--- src/cch_regs.svh ---
// constants of the per-channel serial control and monitor block
// assumes inclusion from the package and the top module only
`ifndef CCH_REGS_SVH
`define CCH_REGS_SVH

// ----------------------------------------------------------------------
// frame layout
// ----------------------------------------------------------------------
`define CCH_NUM_CH        32
`define CCH_CH_W          5
`define CCH_LAST_CH       5'h1f
`define CCH_CH_RST        5'h1f

// ----------------------------------------------------------------------
// flex control function codes
// ----------------------------------------------------------------------
`define CCH_FLEX_NONE     3'h0
`define CCH_FLEX_BYPASS   3'h1
`define CCH_FLEX_SUPP     3'h2
`define CCH_FLEX_HOLD     3'h3
`define CCH_FLEX_CONV     3'h4
`define CCH_FLEX_CLEAR    3'h5

// ----------------------------------------------------------------------
// detector select field positions and codes
// ----------------------------------------------------------------------
`define CCH_DSEL_A_HI     7
`define CCH_DSEL_A_LO     4
`define CCH_DSEL_B_HI     3
`define CCH_DSEL_B_LO     0
`define CCH_DET_OFF       4'h0
`define CCH_DET_IDLE      4'h1
`define CCH_DET_T2010     4'h2
`define CCH_DET_T2100     4'h3
`define CCH_DET_T2100_PR  4'h4
`define CCH_DET_T2100_NPR 4'h5
`define CCH_DET_DTALK     4'h6
`define CCH_DET_NOSPEECH  4'h7

// ----------------------------------------------------------------------
// reset values
// ----------------------------------------------------------------------
`define CCH_VEC_RST       32'h0000_0000
`define CCH_BITS_RST      6'h00

`endif

--- src/cch_pkg.sv ---
// types shared by the per-channel serial control and monitor block
// assumes cch_regs.svh is reachable by bare name
`include "cch_regs.svh"

package cch_pkg;

    // one bit of each serial control stream
    typedef struct packed {
        logic bypass;
        logic supp_off;
        logic hold;
        logic conv_off;
        logic clear;
        logic flex;
    } cch_bits_type;

    // effective per-channel state, one bit per channel
    typedef struct packed {
        logic [`CCH_NUM_CH-1:0] bypass;
        logic [`CCH_NUM_CH-1:0] supp_off;
        logic [`CCH_NUM_CH-1:0] hold;
        logic [`CCH_NUM_CH-1:0] coeff_reset;
        logic [`CCH_NUM_CH-1:0] conv_off;
        logic [`CCH_NUM_CH-1:0] clear;
    } cch_ctl_type;

    // per-channel detector flags from the canceller core
    typedef struct packed {
        logic [`CCH_NUM_CH-1:0] idle;
        logic [`CCH_NUM_CH-1:0] tone_2010;
        logic [`CCH_NUM_CH-1:0] tone_2100;
        logic [`CCH_NUM_CH-1:0] phase_rev;
        logic [`CCH_NUM_CH-1:0] double_talk;
        logic [`CCH_NUM_CH-1:0] no_speech;
    } cch_det_type;

    // serial monitor stream bits
    typedef struct packed {
        logic bypass_state_out;
        logic suppressor_state_out;
        logic coeff_hold_state_out;
        logic coeff_reset_state_out;
        logic law_conv_state_out;
        logic clear_channel_state_out;
        logic detector_stream_a;
        logic detector_stream_b;
    } cch_mon_type;

endpackage : cch_pkg

--- src/cch_serial_ctl.sv ---
// per-channel serial control inputs and serial monitor outputs
// assumes a 256 kHz bit clock pin and a frame sync pin from the system timing
//
// Function
// RULE1: bypass bit bypasses channel, resets coefficients
// RULE2: suppressor-off bit disables that channel's suppressor
// RULE3: hold bit freezes that channel's coefficients
// RULE4: law-conversion-off bit stops companding conversion
// RULE5: clear-channel bit equals bypass plus conversion-off
// RULE6: flex bit function chosen by select setting
// RULE7: controls active high, maskable, idle low
// RULE8: bypass monitor: 0 cancelling, 1 bypassed
// RULE9: suppressor monitor: 0 active, 1 off
// RULE10: hold monitor: 1 frozen, 0 otherwise
// RULE11: reset monitor: 1 while coefficients reset
// RULE12: two detector streams, selects upper/lower nibble
// RULE13: detector choices: idle, tones, talk, silence
// RULE14: law monitor: 1 conversion disabled
// RULE15: clear monitor: 1 transparent, consistent
// RULE16: one bit per channel, channel 0 first
// RULE17: monitors show effective state after masking
`timescale 1ns/100ps
`default_nettype none

module cch_serial_ctl
    import cch_pkg::*;
(
    // clock and reset
    input  wire logic         MCLK,
    input  wire logic         RST,
    // frame timing pins
    input  wire logic         BIT_CLK,
    input  wire logic         FRAME_SYNC,
    // serial control pins
    input  wire logic         BYPASS_CTL_IN,
    input  wire logic         SUPPRESSOR_OFF_IN,
    input  wire logic         COEFF_HOLD_IN,
    input  wire logic         LAW_CONV_OFF_IN,
    input  wire logic         CLEAR_CHANNEL_IN,
    input  wire logic         FLEX_CTL_IN,
    // configuration
    input  wire cch_bits_type CTL_MASK,
    input  wire logic [2:0]   FLEX_CTL_SELECT,
    input  wire logic [7:0]   DETECTOR_SELECT,
    // detector flags from the canceller core
    input  wire cch_det_type  DET_FLAGS,
    // effective state to the canceller core
    output var  cch_ctl_type  CTL_STATE,
    // serial monitor pins
    output var  cch_mon_type  MON_OUT
);

    // ------------------------------------------------------------------
    // decode helpers
    // ------------------------------------------------------------------
    function automatic logic det_pick(input logic [3:0] sel, input cch_det_type d,
                                      input logic [`CCH_CH_W-1:0] ch);
        logic r;
        r = 1'b0;
        case (sel)
            `CCH_DET_IDLE:      r = d.idle[ch];
            `CCH_DET_T2010:     r = d.tone_2010[ch];
            `CCH_DET_T2100:     r = d.tone_2100[ch];
            `CCH_DET_T2100_PR:  r = d.tone_2100[ch] & d.phase_rev[ch];
            `CCH_DET_T2100_NPR: r = d.tone_2100[ch] & ~d.phase_rev[ch];
            `CCH_DET_DTALK:     r = d.double_talk[ch];
            `CCH_DET_NOSPEECH:  r = d.no_speech[ch];
            default:            r = 1'b0;
        endcase
        return r;
    endfunction : det_pick

    function automatic logic flex_hit(input logic [2:0] sel, input logic [2:0] code,
                                      input logic bit_in);
        return bit_in & (sel == code);
    endfunction : flex_hit

    // ------------------------------------------------------------------
    // pin synchronisers
    // ------------------------------------------------------------------
    localparam int NPIN = 8;

    logic [NPIN-1:0] pin_raw;
    logic [NPIN-1:0] meta_ff;
    logic [NPIN-1:0] sync_ff;
    logic            bclk_d_ff;

    assign pin_raw = {BIT_CLK, FRAME_SYNC, BYPASS_CTL_IN, SUPPRESSOR_OFF_IN,
                      COEFF_HOLD_IN, LAW_CONV_OFF_IN, CLEAR_CHANNEL_IN, FLEX_CTL_IN};

    genvar gi;
    generate
        for (gi = 0; gi < NPIN; gi++)
        begin : g_sync
            // no reset: a pin held high over reset is no edge
            always_ff @(posedge MCLK)
            begin
                meta_ff[gi] <= pin_raw[gi];
                sync_ff[gi] <= meta_ff[gi];
            end
        end
    endgenerate

    logic         bclk_s;
    logic         fsync_s;
    logic         bit_edge;
    cch_bits_type raw_bits;

    assign bclk_s   = sync_ff[7];
    assign fsync_s  = sync_ff[6];
    assign bit_edge = bclk_s & ~bclk_d_ff;
    assign raw_bits = cch_bits_type'(sync_ff[5:0]);

    // tracks through reset so release gives no false slot
    always_ff @(posedge MCLK)
    begin
        bclk_d_ff <= bclk_s;                                        // RULE16
    end

    // ------------------------------------------------------------------
    // channel counter
    // ------------------------------------------------------------------
    logic [`CCH_CH_W-1:0] ch_ff;
    logic [`CCH_CH_W-1:0] nxt_ch;

    always_comb
    begin
        if (fsync_s)
            nxt_ch = '0;                                            // RULE16
        else
            nxt_ch = ch_ff + `CCH_CH_W'(1);                         // RULE16
    end

    always_ff @(posedge MCLK)
    begin
        if (RST)
            ch_ff <= `CCH_CH_RST;
        else if (bit_edge)
            ch_ff <= nxt_ch;
    end

    // ------------------------------------------------------------------
    // effective control bits for the channel now on the wire
    // ------------------------------------------------------------------
    cch_bits_type in_bits;
    logic         eff_bypass;
    logic         eff_supp;
    logic         eff_hold;
    logic         eff_conv;
    logic         eff_clear;

    always_comb
    begin
        in_bits   = raw_bits & ~CTL_MASK;                           // RULE7
        eff_clear = in_bits.clear
                  | flex_hit(FLEX_CTL_SELECT, `CCH_FLEX_CLEAR, in_bits.flex);       // RULE6
        eff_bypass = in_bits.bypass | eff_clear                     // RULE5
                   | flex_hit(FLEX_CTL_SELECT, `CCH_FLEX_BYPASS, in_bits.flex);     // RULE1
        eff_supp  = in_bits.supp_off | eff_bypass                   // RULE2
                  | flex_hit(FLEX_CTL_SELECT, `CCH_FLEX_SUPP, in_bits.flex);
        eff_hold  = in_bits.hold                                    // RULE3
                  | flex_hit(FLEX_CTL_SELECT, `CCH_FLEX_HOLD, in_bits.flex);
        eff_conv  = in_bits.conv_off | eff_clear                    // RULE4
                  | flex_hit(FLEX_CTL_SELECT, `CCH_FLEX_CONV, in_bits.flex);
    end

    // ------------------------------------------------------------------
    // per-channel state store
    // ------------------------------------------------------------------
    always_ff @(posedge MCLK)
    begin
        if (RST)
            CTL_STATE <= '0;
        else if (bit_edge)
        begin
            CTL_STATE.bypass[nxt_ch]      <= eff_bypass;            // RULE1
            CTL_STATE.coeff_reset[nxt_ch] <= eff_bypass;            // RULE1
            CTL_STATE.supp_off[nxt_ch]    <= eff_supp;              // RULE2
            CTL_STATE.hold[nxt_ch]        <= eff_hold;              // RULE3
            CTL_STATE.conv_off[nxt_ch]    <= eff_conv;              // RULE4
            CTL_STATE.clear[nxt_ch]       <= eff_clear;             // RULE5
        end
    end

    // ------------------------------------------------------------------
    // serial monitor outputs
    // ------------------------------------------------------------------
    always_ff @(posedge MCLK)
    begin
        if (RST)
            MON_OUT <= '0;
        else if (bit_edge)
        begin
            MON_OUT.bypass_state_out        <= eff_bypass;          // RULE8 RULE17
            MON_OUT.suppressor_state_out    <= eff_supp;            // RULE9
            MON_OUT.coeff_hold_state_out    <= eff_hold;            // RULE10
            MON_OUT.coeff_reset_state_out   <= eff_bypass;          // RULE11
            MON_OUT.law_conv_state_out      <= eff_conv;            // RULE14
            MON_OUT.clear_channel_state_out <= eff_clear;           // RULE15
            MON_OUT.detector_stream_a <= det_pick(DETECTOR_SELECT[`CCH_DSEL_A_HI:`CCH_DSEL_A_LO],
                                                  DET_FLAGS, nxt_ch);      // RULE12 RULE13
            MON_OUT.detector_stream_b <= det_pick(DETECTOR_SELECT[`CCH_DSEL_B_HI:`CCH_DSEL_B_LO],
                                                  DET_FLAGS, nxt_ch);      // RULE12 RULE13
        end
    end

endmodule : cch_serial_ctl

`default_nettype wire

--- config.mk ---
export PLATFORM = sky130hd
export DESIGN_NAME = cch_serial_ctl
export DESIGN_NICKNAME = d
export VERILOG_FILES = /design/src/cch_pkg.sv /design/src/cch_serial_ctl.sv
export VERILOG_INCLUDE_DIRS = /design/src
export SDC_FILE = /design/constraint.sdc
export NUM_CORES = 1
export LEC_CHECK = 0
export ABC_AREA = 1
export BUFFER_PORTS_ARGS = -buffer_cell sky130_fd_sc_hd__buf_2
export CORE_AREA = 2 2 164 166
export DETAILED_ROUTE_END_ITERATION = 8
export DIE_AREA = 0 0 166 168
export GPL_TIMING_DRIVEN = 0
export PLACE_DENSITY_LB_ADDON = 0.12
export SLEW_MARGIN = 20
export SYNTH_ARGS = -nofsm -noshare
export SYNTH_HDL_FRONTEND = slang
export SYNTH_SLANG_ARGS = --single-unit
export TNS_END_PERCENT = 50
--- constraint.sdc ---
create_clock -name MCLK -period 2.57 [get_ports MCLK]
set_clock_uncertainty 0.15 [all_clocks]
set_input_delay 0.514 -clock MCLK [delete_from_list [all_inputs] [get_ports MCLK]]
set_output_delay 0.514 -clock MCLK [all_outputs]
set_load 0.02 [all_outputs]
==> After elaboration in Yosys (flattened, before gate mapping) <==
Index checks and enable logic that the tools add are counted.
{ "totals": {"reg_bits": 221, "elab_cells": 97} }
{ "classes": {"addsub": 1, "magnitude_cmp": 2, "eq_ne": 19, "n_mux": 23, "bitwise": 20, "n_reduce_logical": 1} }
{ "ops": {"columns": ["cell", "n"], "rows": [
  ["32-bit bitwise mux", 6],
  ["4-bit by 3-bit == test with 1-bit output (second input constant)", 8],
  ["1-bit binary-select mux with 5-bit select", 6],
  ["4-bit by 2-bit == test with 1-bit output (second input constant)", 4],
  ["1-bit one-hot mux with 7 select lines", 2],
  ["1-bit AND", 8],
  ["4-bit by 1-bit == test with 1-bit output (second input constant)", 2],
  ["1-bit OR", 8],
  ["1-bit 2-to-1 mux", 7],
  ["6-bit AND", 1],
  ["3-bit by 2-bit == test with 1-bit output (second input constant)", 2],
  ["3-bit == test (second input constant)", 2],
  ["5-bit by 6-bit less-than comparator with 1-bit output (second input constant)", 1],
  ["6-bit inverter", 1],
  ["5-bit by 1-bit adder with 5-bit output (second input constant)", 1],
  ["1-bit demux with 5-bit select", 1],
  ["5-bit by 1-bit >= comparator with 1-bit output (second input constant)", 1],
  ["5-bit 2-to-1 mux", 1],
  ["3-bit by 1-bit == test with 1-bit output (second input constant)", 1],
  ["1-bit inverter", 2],
  ["1-bit logical AND", 1]
]} }

==> Depth between registers and ports, before layout <==
Gate-level depths: netlist (run 1).
{ "depth": {"word_depth": 9, "mapped_depth": 19, "ltp_nobuf": 18} }

==> Worst setup path before layout (run 1) <==
OpenSTA, ideal clock, no wires.
{ "synth_timing": {"path_kind": "register to register", "from": "reg ch_ff[1]", "to": "reg MON_OUT[1] (netlist bit)", "setup_ns": 0.132, "arrival_time_ns": 1.843, "path_slack_ns": 0.445, "path_stages_with_launch": 18, "n_path_buf": 1, "period_less_slack_ns": 2.125, "cell_sequence": "dfxtp_1 ha_1 nand2_4 nand2_2 inv_2 buf_4 a21oi_1 nand3_1 nand3_1 nand2_1 inv_1 nand2_1 nand2_1 nand2_1 nor2_1 nand2_1 nand2_1 a21oi_1"} }
{ "synth_via": {"elab_chain_len": 7, "word_cells_on_any_way": 18, "cone_classes": "1 x add/sub; 14 x mux; 3 x bitwise"} }
{ "synth_rtl": {"columns": ["item", "line", "rtl"], "rows": [
  ["start, declared", "cch_serial_ctl.sv:123", "logic [`CCH_CH_W-1:0] ch_ff;"],
  ["start signal, assigned", "cch_serial_ctl.sv:137", "ch_ff <= `CCH_CH_RST;"],
  ["start signal, assigned", "cch_serial_ctl.sv:139", "ch_ff <= nxt_ch;"],
  ["5-bit by 1-bit adder with 5-bit output (*)", "cch_serial_ctl.sv:131", "nxt_ch = ch_ff + `CCH_CH_W'(1);"],
  ["5-bit 2-to-1 mux (*)", "cch_serial_ctl.sv:128", "if (fsync_s)"],
  ["1-bit binary-select mux with 5-bit select", "cch_serial_ctl.sv:64, cch_serial_ctl.sv:65", null],
  ["1-bit 2-to-1 mux (not written as such)", "cch_serial_ctl.sv:64, cch_serial_ctl.sv:65", null],
  ["1-bit inverter", "cch_serial_ctl.sv:65", "`CCH_DET_T2100_NPR: r = d.tone_2100[ch] & ~d.phase_rev[ch];"],
  ["1-bit AND", "cch_serial_ctl.sv:65", null],
  ["1-bit one-hot mux with 7 select lines (*)", "cch_serial_ctl.sv:60", "case (sel)"],
  ["end, declared", "cch_serial_ctl.sv:50", "output var cch_mon_type MON_OUT"]
]} }
Mark *: on every way between the ends. The rest lies on a longest branch, timed or not. The select of a mux whose other input is x is not followed.
A chain may end at the register's enable or synchronous reset.

==> Worst setup path in the final report (run 1) <==
Ends and elaborated chain as after synthesis.

==> impl_metrics.yaml, run 1 <==
run_status:
  status: "completed"
power:
  power.total_mw: 6.880
  seq_power_share_pct: 43.6
  ir_drop_uv: 411.2
  p_clk_share_pct: 38.7
  power_switching_mw: 2.178
  power_leakage_nw: 6.337
  pwr-share-comb_pct: 17.7
  p_int_mw: 4.702
  powerDensity_nw_per_um2: 545.6
  power_switching_share_pct: 31.66
floorplan:
  core_area_um2: 26350
  fp.dieH_um: 168
  start_util_pct: 34.98
  ioPinCount: 419
  die_w_um: 166
  die_area_um2: 27890
  row_count: 60
worst_setup_path:
  cp_data_arrival_time_ns: 2.58
  worstPathRequired_ns: 2.71
  path_class: "register to register"
  r2r_end: "MON_OUT[1]"
  rr_worst_depth: 16
  ff2ff_setup_slack_ns: 0.13
  reg2reg_from: "ch_ff[1]"
  path_max_fanout: 10
  crit_path_end_kind: "register"
  cp-start-kind: "register"
clocking:
  clock_latency_ns: 0.44
  clockBufferDepth: 2
  cts_tree: "done"
  htree_levels: 4
  cts_sinks: 189
  cts_root_buf: "clkbuf_16"
  clkTransAtPathRegs_ns: 0.08
  cts_inserted_buffers: 17
cells_and_area:
  final_cell_mix: "buf_2, nand2_1, dfxtp_1"
  fin_nets: 2074
  drive_gt1_share_pct: 30.85
  layout_commonest_cell: "buf_2"
  syn2layout_area_growth_pct: 36.82
hold_path:
  hold_path.startpoint: "CLEAR_CHANNEL_IN"
  hold_path.class: "input port to register"
  hold_depth: 1
  whs_endpoint: "meta_ff[1]"
yosys:
  synth_edf_count: 0
  yosysSeqAreaShare_pct: 41.05
  synth_top_flop_cell: "dfxtp_1"
  ys_seq_elements: 189
  syn_area_um2: 9216
  netlist_instances: 1405
  synth_fp_nets: 1625
  yosys_warnings: 0
  syn-mean-instance-area_um2: 6.560
  synth.distinct_cells: 27
  async_reset_ff_share_pct: 0
place:
  dpl_worst_slack_ns: -0.4562
  gp_congestion: 0.8904
  io_buffers: 417
  hpwlAfterDp_mm: 29.79
global_route:
  grt_pass1_wl_mm: 57.98
  grt_antenna_before_repair: 2
  grt_max_degree: 21
  grt_pass1_vias: 10131
  overflow: 0
  track_usage_pct: 26.80
sta:
  final_max_slew_viol_count: 0
  min_period_ns: 2.442
  rsz0062_at_grt: "yes"
  relSlewSlack_pct: 53.65
  hold_violations: 0
  tns_ns: 0
  setup_viol: 0
  min_period_over_period_pct: 95.00
  tightest_slew_ns: 0.6952
  worst_slack_ns: 0.1284
  fmax_ghz: 0.4096
detailed_routing:
  drt_iter0_drc: 696
  avgRoutedWirePerCell_um: 17.57
  final_antenna_net_count: 0
  drc: 0
  wirelength_mm: 38.83
  drt_pass1_iterations: 8
  vias: 10886
  viasPerCell: 4.926
run:
  maxCapViolations: 0
[repair_timing]
action | 4_1_cts | 5_1_grt
hold buffers | 0 | 4
resized for setup | 12 | 41
cloned | 0 | 0
pin swaps | 2 | 5
endpoints found under the setup margin | 136 | 99
hold endpoints to repair | 0 | 4
buffers inserted | 5 | 5
[stage by stage]
stage	cell area [um2]	std cells	hold WS [ns]	util, %
2_1_floorplan	9216	1405	0.1596	-
3_3_place_gp	11730	2163	0.1602	44.52
3_5_place_dp	11730	2163	0.1621	44.52
4_1_cts	12410	2199	0.002767	47.11
5_1_grt	12610	2210	0.00006789	47.85
6_report	12610	2210	0.02013	47.85
[worst max-delay path, cell delays in order, from the launching register on]
cell and delay, ns:
dfxtp_2 0.35, ha_4 0.29, nand3_4 0.17, inv_2 0.05, clkbuf_4 0.20, nand2_1 0.13, nand4_1 0.19, nand2_1 0.12
nand2_1 0.06, nor2_2 0.08, nand2_1 0.09, nand2_1 0.07, nand2_1 0.04, nor2_1 0.09, nand2_1 0.09, nand2_1 0.07
a21oi_1 0.06
[cell usage after synthesis (2+ instances only)]
| cell | instances | share of area (%) |
|---|---|---|
| inv_1 | 122 | 5.0 |
| buf_2 | 22 | 1.2 |
| nor3_1 | 5 | 0.27 |
| nand3_1 | 135 | 7.3 |
| nand2_1 | 386 | 16 |
| a21oi_1 | 148 | 8.0 |
| nor2_2 | 7 | 0.48 |
| o211ai_1 | 2 | 0.16 |
| nand2_2 | 8 | 0.54 |
| nand3_2 | 4 | 0.43 |
| nor2_1 | 149 | 6.1 |
| nor2_4 | 6 | 0.73 |
| nand4_1 | 22 | 1.5 |
| o21ai_0 | 89 | 4.8 |
| o22ai_1 | 2 | 0.14 |
| dfxtp_1 | 189 | 41 |
| inv_2 | 8 | 0.33 |
| clkbuf_1 | 45 | 1.8 |
| buf_4 | 40 | 3.3 |
| o21ai_1 | 9 | 0.49 |
[per-layer routing]
layer	global-route usage (%)	wire length, um	part of all wire [%]	vias to the layer above
li1	-	-	-	5390
met1	33.57	16280	42	5011
met2	45.88	18720	48	434
met3	6.182	2984	7.7	51
met4	8.318	841	2.2	0
met5	0	0	0	-
[final cells by class]
cell class | count | area, um2
Fill cell | 2870 | 13740
Multi-Input combinational cell | 978 | 4477
Sequential cell | 189 | 3785
Timing Repair Buffer | 431 | 2215
Buffer | 106 | 605.6
Inverter | 131 | 499.2
Clock buffer | 18 | 429.2
Tap cell | 341 | 426.7
Clock inverter | 14 | 167.7
Antenna cell | 2 | 5.005
[state kept, by name (all words and copies together), names as in the netlist]
register / count
meta_ff: 8
bclk_s: 1
bclk_d_ff: 1
fsync_s: 1
MON_OUT: 7
ch_ff: 5
CTL_STATE: 160
raw_bits: 6
[power groups by stage]
stage	Sequential (mW)	Clock, mW	Combinational [mW]
2_1_floorplan	3.09	0	0.613
3_3_place_gp	3.07	0	1.14
3_5_place_dp	3.07	0	1.14
4_1_cts	3.00	2.71	1.17
5_1_grt	3.00	2.83	1.33
6_report	3.00	2.66	1.22
[cells by family after synthesis]
kind of cell,after synthesis,share of synthesized area [%]
and+or+nand+nor,726,33.41
AOI/OAI and AO/OA,251,13.75
buffers and inverters,238,11.65
DFF,189,41.05
adders and majority gates,1,0.1357
[worst max path at each step]
stage                           start        endpoint
after floorplan              ch_ff[1]      MON_OUT[1]
after global placement       ch_ff[1]  CTL_STATE[123]
after detailed placement     ch_ff[1]  CTL_STATE[123]
after CTS                    ch_ff[1]      MON_OUT[1]
after global routing      raw_bits[0]  CTL_STATE[157]
final                        ch_ff[1]      MON_OUT[1]
(Power assumes the default switching activity.)
==> inputs of run 2 (changes only) <==
PLACE_DENSITY_LB_ADDON = 0.3   (was 0.12)
==> impl_metrics.yaml, run 2 (synthesis gave the netlist of run 1 again) <==
detailed_routing:
  drt_pass1_iterations: 5
  final_antenna_net_count: 0
  drc: 0
  viasPerCell: 4.986
  avgRoutedWirePerCell_um: 17.50
  vias: 11040
  drt_iter0_drc: 762
  wirelength_mm: 38.74
floorplan:
  start_util_pct: 34.98
  die_w_um: 166
  core_area_um2: 26350
  die_area_um2: 27890
  fp.dieH_um: 168
  row_count: 60
  ioPinCount: 419
worst_setup_path:
  path_buf_inv: 2
  cp_slowest_cell: "dfxtp_1"
  worstPathRequired_ns: 2.77
  crit_path_end_kind: "register"
  cp-start-kind: "register"
  max_stage_delay_ns: 0.34
  cp_data_arrival_time_ns: 2.59
  path_class: "register to register"
  cp_cell_sequence: "buf_4 > nor2_4 > buf_2 > o21ai_0 > nand2_1 > nand3_1 > nand3_1 > nand2_1 > nor2_1 > nand3_1 > nand2_1 > nor2_1 > nand2_1 > nand2_1 > a21oi_1"
  cpMostUsedCell: "nand2_1"
  critPathTopFamily: "simple AND/OR/NAND/NOR gates"
  path_max_fanout: 10
run_status:
  status: "completed"
cells_and_area:
  largestRegisters: "CTL_STATE x160, meta_ff x8, MON_OUT x7"
  largest_register: "CTL_STATE"
  final_area_um2: 12680
  regArea_um2: 3787
  syn2layout_area_growth_pct: 37.54
  fin_nets: 2074
  drive_gt1_share_pct: 31.39
  layout.cells.non_filler: 2214
  multi_input_area_um2: 4508
  layout_commonest_cell: "buf_2"
  n_fill_cell: 2745
  largest_register_ffs: 160
  final_cell_mix: "buf_2, nand2_1, dfxtp_1"
power:
  powerDensity_nw_per_um2: 554.7
  power_leakage_nw: 6.361
  ir_drop_uv: 366.3
place:
  gp_congestion: 0.9250
  dp_cells: 2163
  io_buffers: 417
  placed_area_um2: 11730
  hpwlAfterDp_mm: 29.77
clocking:
  cts_tree: "done"
  clock_latency_ns: 0.43
  htree_levels: 4
  clkTransAtPathRegs_ns: 0.08
  clockBufferDepth: 2
  cts_root_buf: "clkbuf_16"
  cts_inserted_buffers: 17
  cts_sinks: 189
sta:
  fmax_ghz: 0.4179
  final_max_slew_viol_count: 0
  min_period_ns: 2.393
  hold_violations: 0
  min_period_over_period_pct: 93.12
  relSlewSlack_pct: 46.92
  rsz0062_at_grt: "yes"
  tightest_slew_ns: 0.7962
  setup_viol: 0
global_route:
  grt_max_degree: 21
  grt_antenna_before_repair: 6
  grt_pass1_wl_mm: 58.15
  grt_pass1_vias: 10483
  track_usage_pct: 26.66
  overflow: 0
hold_path:
  hold_path.class: "input port to register"
run:
  maxCapViolations: 0
==> run 2: cell count changes in the layout (fill, tap and decap cells not counted), moves of 2 or more <==
cell	before	now
buf_6	2	5
nor2_4	12	15
buf_4	51	53
nor2_1	140	136
dlygate4sd3_1	4	1
clkbuf_1	41	37
diode_2	2	6
clkinv_4	3	0
clkbuf_4	3	1
clkbuf_2	5	7
buf_2	431	433
==> run 2: through the flow <==
step                      util [%]  power, mW  hold WS [ns]  worst slack, ns  TNS (ns)
final                        48.11      7.031       0.02677           0.1768         0
after global routing         48.10      7.313      0.002465         -0.01968  -0.03477
after CTS                    47.19      7.011      0.007320         0.002445         0
after detailed placement     44.52      4.202        0.1638          -0.3719    -21.52
after global placement       44.52      4.194        0.1605          -0.3751    -18.93
after floorplan                  -      3.708        0.1596           0.4448         0
==> run 2: layout make-up <==
cell class,instances,share of cell area (%)
Tap cell,341,3.366
Clock buffer,18,3.465
Inverter,131,3.938
Antenna cell,6,0.1184
Timing Repair Buffer,430,17.25
Sequential cell,189,29.88
Clock inverter,14,1.481
Buffer,107,4.935
Multi-Input combinational cell,978,35.56
==> run 2: path summary, 6_finish.rpt <==
| path | from | end | slack [ns] | cells past startpoint |
|---|---|---|---|---|
| max reg2reg | ch_ff[0] | MON_OUT[1] | 0.18 | 15 |
| min reg2reg | meta_ff[1] | raw_bits[1] | 0.18 | 0 |
| max | ch_ff[0] | MON_OUT[1] | 0.18 | 15 |
| min | CLEAR_CHANNEL_IN | meta_ff[1] | 0.03 | 1 |
==> run 2: timing repair <==
action	CTS	global route
hold endpoints to repair	0	1
setup buffers	4	8
cloned	0	0
setup endpoints to repair	129	127
pin swaps	2	9
hold buffers	0	1
gates resized for setup	15	57
==> run 2: layer usage <==
layer  vias up  share of wire (%)  track usage (%)
met1      5097                 40            32.08
met3        69                8.6            6.676
met4         0                3.0            10.62
met2       494                 48            45.72
met5         -                  0                0
li1       5380                  -                -
==> run 2: worst register-to-register path: cells and delay by family, from the launching register on <==
kind,cells,cell delay [ns]
DFF,1,0.34
and+or+nand+nor,11,1.07
AOI/OAI and AO/OA,2,0.27
buffers and inverters,2,0.49
==> run 2: report_power, final <==
group          leakage [nW]  switching (mW)  internal [mW]
clock                 0.302            1.36           1.44
combinational          4.53           0.812          0.412
sequential             1.53          0.0269           2.97
total                  6.36            2.20           4.83
